$ cat src/rtl/adc_seq_defs.svh
/*
 * offsets, field positions, reset values and timing counts of the conversion sequencer.
 * assumes a 100 MHz pclk and a 32-bit apb register bus.
 */
`ifndef ADC_SEQ_DEFS_SVH
`define ADC_SEQ_DEFS_SVH

`define NUM_CH 4
`define CH_BITS 2
`define RES_BITS 10
`define AIN_BITS 12
`define SCALE_SHIFT 10
`define WORD_BITS 16

`define ADDR_CTRL 8'h00
`define ADDR_CFG 8'h04
`define ADDR_IRQ_STAT 8'h08
`define ADDR_IRQ_MASK 8'h0c
`define ADDR_RESULT0 8'h10
`define ADDR_RESULT3 8'h1c

`define CTRL_START_BIT 0
`define CTRL_SCAN_BIT 1
`define CTRL_MASK_LSB 2
`define CTRL_MASK_MSB 5
`define CTRL_FLAG_BIT 8
`define CFG_TIME_LSB 0
`define CFG_TIME_MSB 1
`define CFG_EXT_BIT 2
`define CFG_TIME_OK_BIT 8
`define IRQ_END_BIT 0

`define CTRL_MASK_RST 4'h1
`define CFG_TIME_RST 2'h0

`define CONV_CYC_0 10'd530
`define CONV_CYC_1 10'd266
`define CONV_CYC_2 10'd134
`define CONV_CYC_3 10'd68

`define CLK_PERIOD_NS 10
`define MIN_CONV_NS 8400
`define MIN_CONV_CYC ((`MIN_CONV_NS + `CLK_PERIOD_NS - 1) / `CLK_PERIOD_NS)

`endif

$ cat src/rtl/adc_seq_pkg.sv
/*
 * types used by the conversion sequencer and imported by its bench; the approximation core uses none of them.
 * assumes adc_seq_defs.svh is on the include path.
 */
`include "adc_seq_defs.svh"

package adc_seq_pkg;

    typedef enum logic [1:0] {
        ST_IDLE = 2'b01,
        ST_CONV = 2'b10
    } state_t;

    typedef struct packed {
        logic scan;
        logic [`NUM_CH-1:0] ch_mask;
    } ctrl_t;

    typedef struct packed {
        logic ext_sel;
        logic [1:0] time_sel;
    } cfg_t;

    typedef struct packed {
        logic wrap;
        logic [`CH_BITS-1:0] ch;
    } ch_pick_t;

endpackage : adc_seq_pkg

$ cat src/rtl/sar_core.sv
/*
 * successive-approximation core: one conversion of a held input against a reference.
 * assumes the input code and reference are sampled on pclk by an upstream sample-and-hold.
 */
`timescale 1ns/10ps
`default_nettype none
`include "adc_seq_defs.svh"

module sar_core (
    input wire logic pclk,
    input wire logic presetn,
    input wire logic start,
    input wire logic abort,
    input wire logic [9:0] cycles,
    input wire logic [`AIN_BITS-1:0] vin,
    input wire logic [`AIN_BITS-1:0] vref,
    output logic done,
    output logic [`RES_BITS-1:0] result
);

    logic [9:0] cnt_q;
    logic busy_q;
    logic [`RES_BITS-1:0] bit_q;
    logic [`AIN_BITS-1:0] vin_q;
    logic [`AIN_BITS-1:0] vref_q;
    logic [`RES_BITS+`AIN_BITS:0] trial_prod;
    logic [`RES_BITS+`AIN_BITS:0] vin_scaled;

    // trial code times reference against input times 1024
    assign trial_prod = 23'((result | bit_q) * vref_q);
    assign vin_scaled = 23'({vin_q, 10'h000});

    always_ff @(posedge pclk or negedge presetn) begin
        if (!presetn) begin
            busy_q <= 1'b0;
            cnt_q <= 10'h000;
            done <= 1'b0;
        end else begin
            done <= 1'b0;
            if (start) begin
                busy_q <= 1'b1;
                cnt_q <= cycles - 10'h001;
            end else if (abort) begin
                busy_q <= 1'b0;
            end else if (busy_q) begin
                cnt_q <= cnt_q - 10'h001;
                if (cnt_q == 10'h001) begin
                    done <= 1'b1;
                    busy_q <= 1'b0;
                end
            end
        end
    end

    always_ff @(posedge pclk or negedge presetn) begin
        if (!presetn) begin
            result <= 10'h000;
            bit_q <= 10'h000;
            vin_q <= 12'h000;
            vref_q <= 12'h000;
        end else if (start) begin
            result <= 10'h000;
            bit_q <= 10'h200;
            vin_q <= vin;
            vref_q <= vref;
        end else if (bit_q != 10'h000) begin
            if (trial_prod <= vin_scaled) begin
                result <= result | bit_q;
            end
            bit_q <= bit_q >> 1;
        end
    end
endmodule : sar_core
`default_nettype wire

$ cat src/rtl/adc_conversion_sequencer.sv
/*
 * conversion sequencer: apb registers, start sources, channel order, results, interrupt.
 * assumes analog inputs arrive as pclk-domain codes and ext_trigger_n is asynchronous.
 */
`timescale 1ns/10ps
`default_nettype none
`include "adc_seq_defs.svh"

// Function
// - In single mode the sequencer halts by itself once the selected channels are converted.
// - That halt leaves the conversion end flag set until software writes a stop.
// - Writing a stop through the start bit clears the conversion end flag, unless a pass ends in the same cycle.
// - With the end interrupt enabled every completed conversion pass raises the interrupt.
// - Scan mode repeats the channel group without end, interrupting at each pass, until stopped.
// - Selected channels convert in ascending order; in scan mode they wrap to the lowest after the highest.
// - With the external source selected a falling edge on the trigger pin starts conversion.
// - Each result code is the input over the reference scaled by 1024, ten bits wide.
// - Results read as 32-bit words whose upper 22 bits are zero.
// - Each channel's result lands in its own result register for software to read.
// - Time select 0 to 3 picks 530, 266, 134 or 68 clock cycles per conversion.
module adc_conversion_sequencer
    import adc_seq_pkg::*;
(
    input wire logic pclk,
    input wire logic presetn,
    input wire logic psel,
    input wire logic penable,
    input wire logic pwrite,
    input wire logic [7:0] paddr,
    input wire logic [31:0] pwdata,
    output logic [31:0] prdata,
    output logic pready,
    output logic pslverr,
    input wire logic ext_trigger_n,
    input wire logic [`NUM_CH-1:0][`AIN_BITS-1:0] ain,
    input wire logic [`AIN_BITS-1:0] vref,
    output logic irq
);

    state_t state_q;
    ctrl_t ctrl_q;
    cfg_t cfg_q;
    logic [`CH_BITS-1:0] ch_q;
    logic conversion_end_flag_q;
    logic irq_stat_q;
    logic irq_mask_q;
    logic [`NUM_CH-1:0][`RES_BITS-1:0] result_regs_q;
    logic trig_meta_q;
    logic trig_sync_q;
    logic trig_prev_q;
    logic wr_en;
    logic rd_en;
    logic stop_wr;
    logic sw_start;
    logic ext_fall;
    logic go;
    logic [`NUM_CH-1:0] start_mask;
    logic core_start;
    logic core_done;
    logic [`RES_BITS-1:0] core_result;
    logic [9:0] conv_cycles;
    logic group_end;
    logic halt_now;
    ch_pick_t pick;
    logic [31:0] rd_d;
    logic rd_err;

    ////////////////////////////////////////////////////////////////////////////
    // channel order helpers

    function automatic ch_pick_t next_ch(input logic [`NUM_CH-1:0] mask,
                                         input logic [`CH_BITS-1:0] cur);
        ch_pick_t p;
        logic found;
        p.wrap = 1'b1;
        p.ch = cur;
        found = 1'b0;
        for (int i = `NUM_CH - 1; i >= 0; i--) begin
            if (mask[i] && (i > int'(cur))) begin
                p.ch = `CH_BITS'(i);
                found = 1'b1;
            end
        end
        if (!found) begin
            for (int i = `NUM_CH - 1; i >= 0; i--) begin
                if (mask[i]) begin
                    p.ch = `CH_BITS'(i);
                end
            end
        end
        p.wrap = ~found;
        return p;
    endfunction : next_ch

    function automatic logic [`CH_BITS-1:0] first_ch(input logic [`NUM_CH-1:0] mask);
        logic [`CH_BITS-1:0] c;
        c = '0;
        for (int i = `NUM_CH - 1; i >= 0; i--) begin
            if (mask[i]) begin
                c = `CH_BITS'(i);
            end
        end
        return c;
    endfunction : first_ch

    ////////////////////////////////////////////////////////////////////////////
    // apb slave, one wait state

    assign wr_en = psel & penable & pready & pwrite;
    assign rd_en = psel & penable & ~pready & ~pwrite;
    assign stop_wr = wr_en && (paddr == `ADDR_CTRL) && !pwdata[`CTRL_START_BIT];
    assign sw_start = wr_en && (paddr == `ADDR_CTRL) && pwdata[`CTRL_START_BIT];

    always_ff @(posedge pclk or negedge presetn) begin
        if (!presetn) begin
            pready <= 1'b0;
        end else begin
            pready <= psel & penable & ~pready;
        end
    end

    always_comb begin
        rd_d = 32'h0000_0000;
        rd_err = 1'b0;
        if (paddr == `ADDR_CTRL) begin
            rd_d[`CTRL_START_BIT] = (state_q == ST_CONV);
            rd_d[`CTRL_SCAN_BIT] = ctrl_q.scan;
            rd_d[`CTRL_MASK_MSB:`CTRL_MASK_LSB] = ctrl_q.ch_mask;
            rd_d[`CTRL_FLAG_BIT] = conversion_end_flag_q;
        end else if (paddr == `ADDR_CFG) begin
            rd_d[`CFG_TIME_MSB:`CFG_TIME_LSB] = cfg_q.time_sel;
            rd_d[`CFG_EXT_BIT] = cfg_q.ext_sel;
            rd_d[`CFG_TIME_OK_BIT] = (32'(conv_cycles) >= 32'(`MIN_CONV_CYC));
        end else if (paddr == `ADDR_IRQ_STAT) begin
            rd_d[`IRQ_END_BIT] = irq_stat_q;
        end else if (paddr == `ADDR_IRQ_MASK) begin
            rd_d[`IRQ_END_BIT] = irq_mask_q;
        end else if ((paddr >= `ADDR_RESULT0) && (paddr <= `ADDR_RESULT3) &&
                     (paddr[1:0] == 2'b00)) begin
            rd_d[`RES_BITS-1:0] = result_regs_q[paddr[3:2]];
        end else begin
            rd_err = 1'b1;
        end
    end

    always_ff @(posedge pclk or negedge presetn) begin
        if (!presetn) begin
            prdata <= 32'h0000_0000;
            pslverr <= 1'b0;
        end else if (psel && penable && !pready) begin
            prdata <= pwrite ? 32'h0000_0000 : rd_d;
            pslverr <= rd_err;
        end else begin
            prdata <= 32'h0000_0000;
            pslverr <= 1'b0;
        end
    end

    // configuration writes
    always_ff @(posedge pclk or negedge presetn) begin
        if (!presetn) begin
            ctrl_q <= '{scan: 1'b0, ch_mask: `CTRL_MASK_RST};
            cfg_q <= '{ext_sel: 1'b0, time_sel: `CFG_TIME_RST};
            irq_mask_q <= 1'b0;
        end else if (wr_en) begin
            if (paddr == `ADDR_CTRL) begin
                ctrl_q.scan <= pwdata[`CTRL_SCAN_BIT];
                ctrl_q.ch_mask <= pwdata[`CTRL_MASK_MSB:`CTRL_MASK_LSB];
            end else if (paddr == `ADDR_CFG) begin
                cfg_q.time_sel <= pwdata[`CFG_TIME_MSB:`CFG_TIME_LSB];
                cfg_q.ext_sel <= pwdata[`CFG_EXT_BIT];
            end else if (paddr == `ADDR_IRQ_MASK) begin
                irq_mask_q <= pwdata[`IRQ_END_BIT];
            end
        end
    end

    ////////////////////////////////////////////////////////////////////////////
    // external trigger: two-stage sync then falling edge

    always_ff @(posedge pclk or negedge presetn) begin
        if (!presetn) begin
            trig_meta_q <= 1'b1;
            trig_sync_q <= 1'b1;
            trig_prev_q <= 1'b1;
        end else begin
            trig_meta_q <= ext_trigger_n;
            trig_sync_q <= trig_meta_q;
            trig_prev_q <= trig_sync_q;
        end
    end

    assign ext_fall = trig_prev_q & ~trig_sync_q;

    ////////////////////////////////////////////////////////////////////////////
    // sequencing

    always_comb begin
        case (cfg_q.time_sel)
            2'd0: conv_cycles = `CONV_CYC_0;
            2'd1: conv_cycles = `CONV_CYC_1;
            2'd2: conv_cycles = `CONV_CYC_2;
            default: conv_cycles = `CONV_CYC_3;
        endcase
    end

    // a start write brings its own channel mask
    assign start_mask = (wr_en && (paddr == `ADDR_CTRL)) ?
        pwdata[`CTRL_MASK_MSB:`CTRL_MASK_LSB] : ctrl_q.ch_mask;
    assign go = (state_q == ST_IDLE) && (start_mask != '0) && !stop_wr &&
                (sw_start || (cfg_q.ext_sel && ext_fall));
    assign pick = next_ch(ctrl_q.ch_mask, ch_q);
    assign group_end = (state_q == ST_CONV) && core_done && pick.wrap;
    assign halt_now = group_end && !ctrl_q.scan;
    assign core_start = go ||
        ((state_q == ST_CONV) && core_done && !halt_now && !stop_wr);

    always_ff @(posedge pclk or negedge presetn) begin
        if (!presetn) begin
            state_q <= ST_IDLE;
            ch_q <= '0;
        end else begin
            case (state_q)
                ST_IDLE: begin
                    if (go) begin
                        state_q <= ST_CONV;
                        ch_q <= first_ch(start_mask);
                    end
                end
                ST_CONV: begin
                    if (stop_wr || halt_now) begin
                        state_q <= ST_IDLE;
                    end else if (core_done) begin
                        ch_q <= pick.ch;
                    end
                end
                default: begin
                    state_q <= ST_IDLE;
                end
            endcase
        end
    end

    // result storage per channel
    generate
        for (genvar g = 0; g < `NUM_CH; g++) begin : g_result
            always_ff @(posedge pclk or negedge presetn) begin
                if (!presetn) begin
                    result_regs_q[g] <= '0;
                end else if ((state_q == ST_CONV) && core_done &&
                             (ch_q == `CH_BITS'(g))) begin
                    result_regs_q[g] <= core_result;
                end
            end
        end
    endgenerate

    // end flag: set beats the stop clear
    always_ff @(posedge pclk or negedge presetn) begin
        if (!presetn) begin
            conversion_end_flag_q <= 1'b0;
        end else if (group_end) begin
            conversion_end_flag_q <= 1'b1;
        end else if (stop_wr) begin
            conversion_end_flag_q <= 1'b0;
        end
    end

    // sticky interrupt status, write one to clear, set wins
    always_ff @(posedge pclk or negedge presetn) begin
        if (!presetn) begin
            irq_stat_q <= 1'b0;
        end else if (group_end) begin
            irq_stat_q <= 1'b1;
        end else if (wr_en && (paddr == `ADDR_IRQ_STAT) && pwdata[`IRQ_END_BIT]) begin
            irq_stat_q <= 1'b0;
        end
    end

    always_ff @(posedge pclk or negedge presetn) begin
        if (!presetn) begin
            irq <= 1'b0;
        end else begin
            irq <= irq_stat_q & irq_mask_q;
        end
    end

    sar_core u_core (
        .pclk(pclk),
        .presetn(presetn),
        .start(core_start),
        .abort(stop_wr),
        .cycles(conv_cycles),
        .vin(ain[core_start ? (go ? first_ch(start_mask) : pick.ch) : ch_q]),
        .vref(vref),
        .done(core_done),
        .result(core_result)
    );

    logic [9:0] per_cnt_q;
    always_ff @(posedge pclk or negedge presetn) begin
        if (!presetn) begin
            per_cnt_q <= 10'h000;
        end else if (core_start) begin
            per_cnt_q <= 10'h001;
        end else if (per_cnt_q != 10'h000) begin
            per_cnt_q <= per_cnt_q + 10'h001;
        end
    end
endmodule : adc_conversion_sequencer
`default_nettype wire

$ cat config.mk
export PLATFORM = sky130hd
export DESIGN_NAME = adc_conversion_sequencer
export DESIGN_NICKNAME = d
export VERILOG_FILES = /design/src/rtl/adc_seq_pkg.sv /design/src/rtl/sar_core.sv /design/src/rtl/adc_conversion_sequencer.sv
export VERILOG_INCLUDE_DIRS = /design/src /design/src/rtl
export SDC_FILE = /design/constraint.sdc
export NUM_CORES = 1
export LEC_CHECK = 0
export BUFFER_PORTS_ARGS = -buffer_cell sky130_fd_sc_hd__buf_2
export CORE_MARGIN = 1.5
export CORE_UTILIZATION = 59
export DETAILED_ROUTE_END_ITERATION = 10
export GPL_TIMING_DRIVEN = 0
export PLACE_DENSITY = 0.82
export SLEW_MARGIN = 20
export SYNTH_ARGS = -nofsm -noshare
export SYNTH_HDL_FRONTEND = slang
export SYNTH_SLANG_ARGS = --single-unit
$ cat constraint.sdc
create_clock -name pclk -period 10.5 [get_ports pclk]
set_clock_uncertainty 0.2 [all_clocks]
set_input_delay 1.05 -clock pclk [delete_from_list [all_inputs] [get_ports pclk]]
set_output_delay 1.05 -clock pclk [all_outputs]
set_load 0.1 [all_outputs]
==> impl_metrics.json <==
{
  "floorplan.die_area_mm2": 0.0182,
  "worst_pin_slew_ns": 1.01,
  "min_delay_path_depth": 0,
  "most_common_library_cell_in_the_layout_ignoring_fill_and_taps": "sky130_fd_sc_hd__dfrtp_1",
  "status": "completed",
  "cts.sink_count": 127,
  "final-seq-area_mm2": 0.00318,
  "fp.dieH_um": 135,
  "core_mm2": 0.0172,
  "critical_path.slowest_cell": "sky130_fd_sc_hd__nor4_1",
  "wl_per_cell_um": 18.1,
  "crit_top_cell": "sky130_fd_sc_hd__fa_1",
  "detail_route.drc_violations": 0,
  "postCtsSetupRepairBufs": 0,
  "clock_path_buffers": 2,
  "global_route_wire_length_before_repair_um": 41200,
  "avgViaCountPerCell": 5.85,
  "clkLatencyLatePin_ns": 0.43,
  "syn_area_per_cell_um2": 10.2,
  "placedCellCount": 1346,
  "clock_tree.root_cell": "sky130_fd_sc_hd__clkbuf_16",
  "rsz0062_at_grt": "no",
  "gr-total-overflow": 0,
  "critical_path_peak_fanout": 10,
  "cp_capture_type": "register",
  "grt_antenna_before_repair": 0,
  "top_level_ports": 141,
  "worstRegToRegCells": 29,
  "post_synth_num_cell_types": 70,
  "grt_pass1_vias": 8070,
  "htreeDepth": 4,
  "routed_wl_um": 25000,
  "cts_buf_count": 17,
  "worstPathArrival_ns": 9.04,
  "nNetsFinal": 1399,
  "async_set_or_reset_register_ratio_after_synthesis_pct": 100,
  "fill_cells": 1264,
  "gpl.final_weighted_congestion": 0.889,
  "grt.total_usage_pct": 29.6,
  "synth_ff_type": "sky130_fd_sc_hd__dfrtp_1",
  "vias": 8062,
  "drive_above_1_share_pct": 21.2,
  "die_x_um": 135,
  "antenna_cells_inserted": 0,
  "hold_violation_total_from_the_final_report": 0,
  "crit_path_start_kind": "register",
  "cp_top_family": "adder cells",
  "multiInputGateArea_mm2": 0.00642,
  "final-max-slew-violation-count": 0,
  "critPathMaxStageDelay_ns": 0.66,
  "cp.buffers_inverters": 5,
  "clk_transition_reported_paths_ns": 0.06,
  "cts.repair.resized": 0,
  "ys_ff_latch": 127,
  "final_cell_mix": "sky130_fd_sc_hd__dfrtp_1 (122), sky130_fd_sc_hd__nand2_1 (121), sky130_fd_sc_hd__inv_1 (99), sky130_fd_sc_hd__buf_2 (94), sky130_fd_sc_hd__fa_1 (79)",
  "tritoncts": "yes",
  "cp_num_cells": 29,
  "initial_utilization_pct": 59.8,
  "final_cells": 1378,
  "totalNegativeSetupSlack_ns": 0,
  "drv.max_cap_violation_count": 0,
  "synthCells": 1008,
  "detail-route-antenna-nets": 0,
  "detailedRoute.firstIterationViolations": 632,
  "min-delay-path-class": "reg -> reg",
  "setup_viol": 0,
  "synth_seq_area_share_pct": 31.0,
  "grt_max_degree": 72,
  "crit_required_ns": 10.66,
  "worst-setup-path-type": "reg -> reg",
  "area_growth_synth_to_finish_pct": 14.2,
  "cts_hold_buf": 0,
  "highest_clock_frequency_the_design_can_meet_mhz": 113,
  "yosysWarnings": 0,
  "drt-pass1-iter-count": 7,
  "numPortBuffers": 90,
  "fin_crit_ns": 8.88,
  "synth.cell_area_mm2": 0.0103,
  "final_min_period_over_clock_period_pct": 84.5,
  "rows": 48,
  "maxSlewHeadroom_pct": 30.8,
  "post-dp-hpwl_um": 18700,
  "synth_edf_count": 0
}
==> sequential cells by signal, indices dropped and copies added (netlist names), 2 cells and up <==
register	flops
prdata	10
u_core.bit_q	10
u_core.vref_q	12
cfg_q	3
u_core.vin_q	12
ch_q	2
result_regs_q	40
u_core.cnt_q	10
u_core.result	10
state_q	2
ctrl_q	5
==> through the flow <==
step                cell area (um2)  setup slack [ns]  utilization (%)  hold slack [ns]
floorplan                     10400              3.15                -            0.145
global placement              11100              2.20             64.6            0.148
detailed placement            11100              1.91             64.9            0.148
CTS                           11700              1.87             68.3            0.161
global route                  11700              1.19             68.3            0.163
finish                        11700              1.62             68.3            0.158
==> area by class of cell <==
class,instances,share of cell area [%]
Timing Repair Buffer,92,4.19
Clock inverter,13,1.30
Multi-Input combinational cell,733,54.7
Clock buffer,19,3.77
Tap cell,225,2.40
Sequential cell,127,27.1
Buffer,69,3.29
Inverter,100,3.20
==> cell usage after synthesis, types with 28 or more instances <==
cell,instances,share of area (%)
sky130_fd_sc_hd__nor2_1,31,1.1
sky130_fd_sc_hd__clkbuf_1,35,1.3
sky130_fd_sc_hd__and2_1,55,3.3
sky130_fd_sc_hd__inv_1,99,3.6
sky130_fd_sc_hd__o21ai_0,28,1.4
sky130_fd_sc_hd__ha_1,74,9.0
sky130_fd_sc_hd__mux2_2,48,5.3
sky130_fd_sc_hd__nand2_1,121,4.4
sky130_fd_sc_hd__dfrtp_1,122,30
sky130_fd_sc_hd__fa_1,79,15
==> metal layers <==
metal / part of all wire, % / global-route usage [%]
met1: 43 / 40.0
met4: 2.9 / 10.9
met5: 0 / 0
met2: 49 / 47.9
met3: 5.6 / 5.44
==> final timing paths <==
| path | startpoint | to | slack [ns] |
|---|---|---|---|
| max in group asynchronous | presetn | state_q[0]$_DFFE_PN1P_ | 8.94 |
| min reg2reg | trig_meta_q$_DFF_PN1_ | trig_sync_q$_DFF_PN1_ | 0.16 |
| min | trig_meta_q$_DFF_PN1_ | trig_sync_q$_DFF_PN1_ | 0.16 |
| min in group asynchronous | presetn | result_regs_q[5]$_DFFE_PN0P_ | 0.39 |
| max | u_core.result[3]$_DFFE_PN0P_ | u_core.result[3]$_DFFE_PN0P_ | 1.62 |
| max reg2reg | u_core.result[3]$_DFFE_PN0P_ | u_core.result[3]$_DFFE_PN0P_ | 1.62 |
==> worst register-to-register path, delay by kind of cell, from the launching register on <==
family / cells / cell delay, ns
flops: 1 / 0.45
fa+ha+maj: 7 / 2.94
buf+inv: 5 / 0.77
compound gates: 8 / 2.47
simple gates: 8 / 1.85
xor+xnor: 1 / 0.12
==> kinds of logic after synthesis <==
group / Yosys count / share of synthesized area [%]
fa+ha+maj: 153 / 24.4
other cells: 1 / 0.0365
simple gates: 321 / 16.0
buf+inv: 169 / 7.41
mux: 74 / 9.01
compound gates: 143 / 10.4
flops: 127 / 31.0
xor+xnor: 20 / 1.70
Power is left out: the tool's default activity adds up to more than one toggle a clock period on the data nets, which glitch-free logic cannot reach.
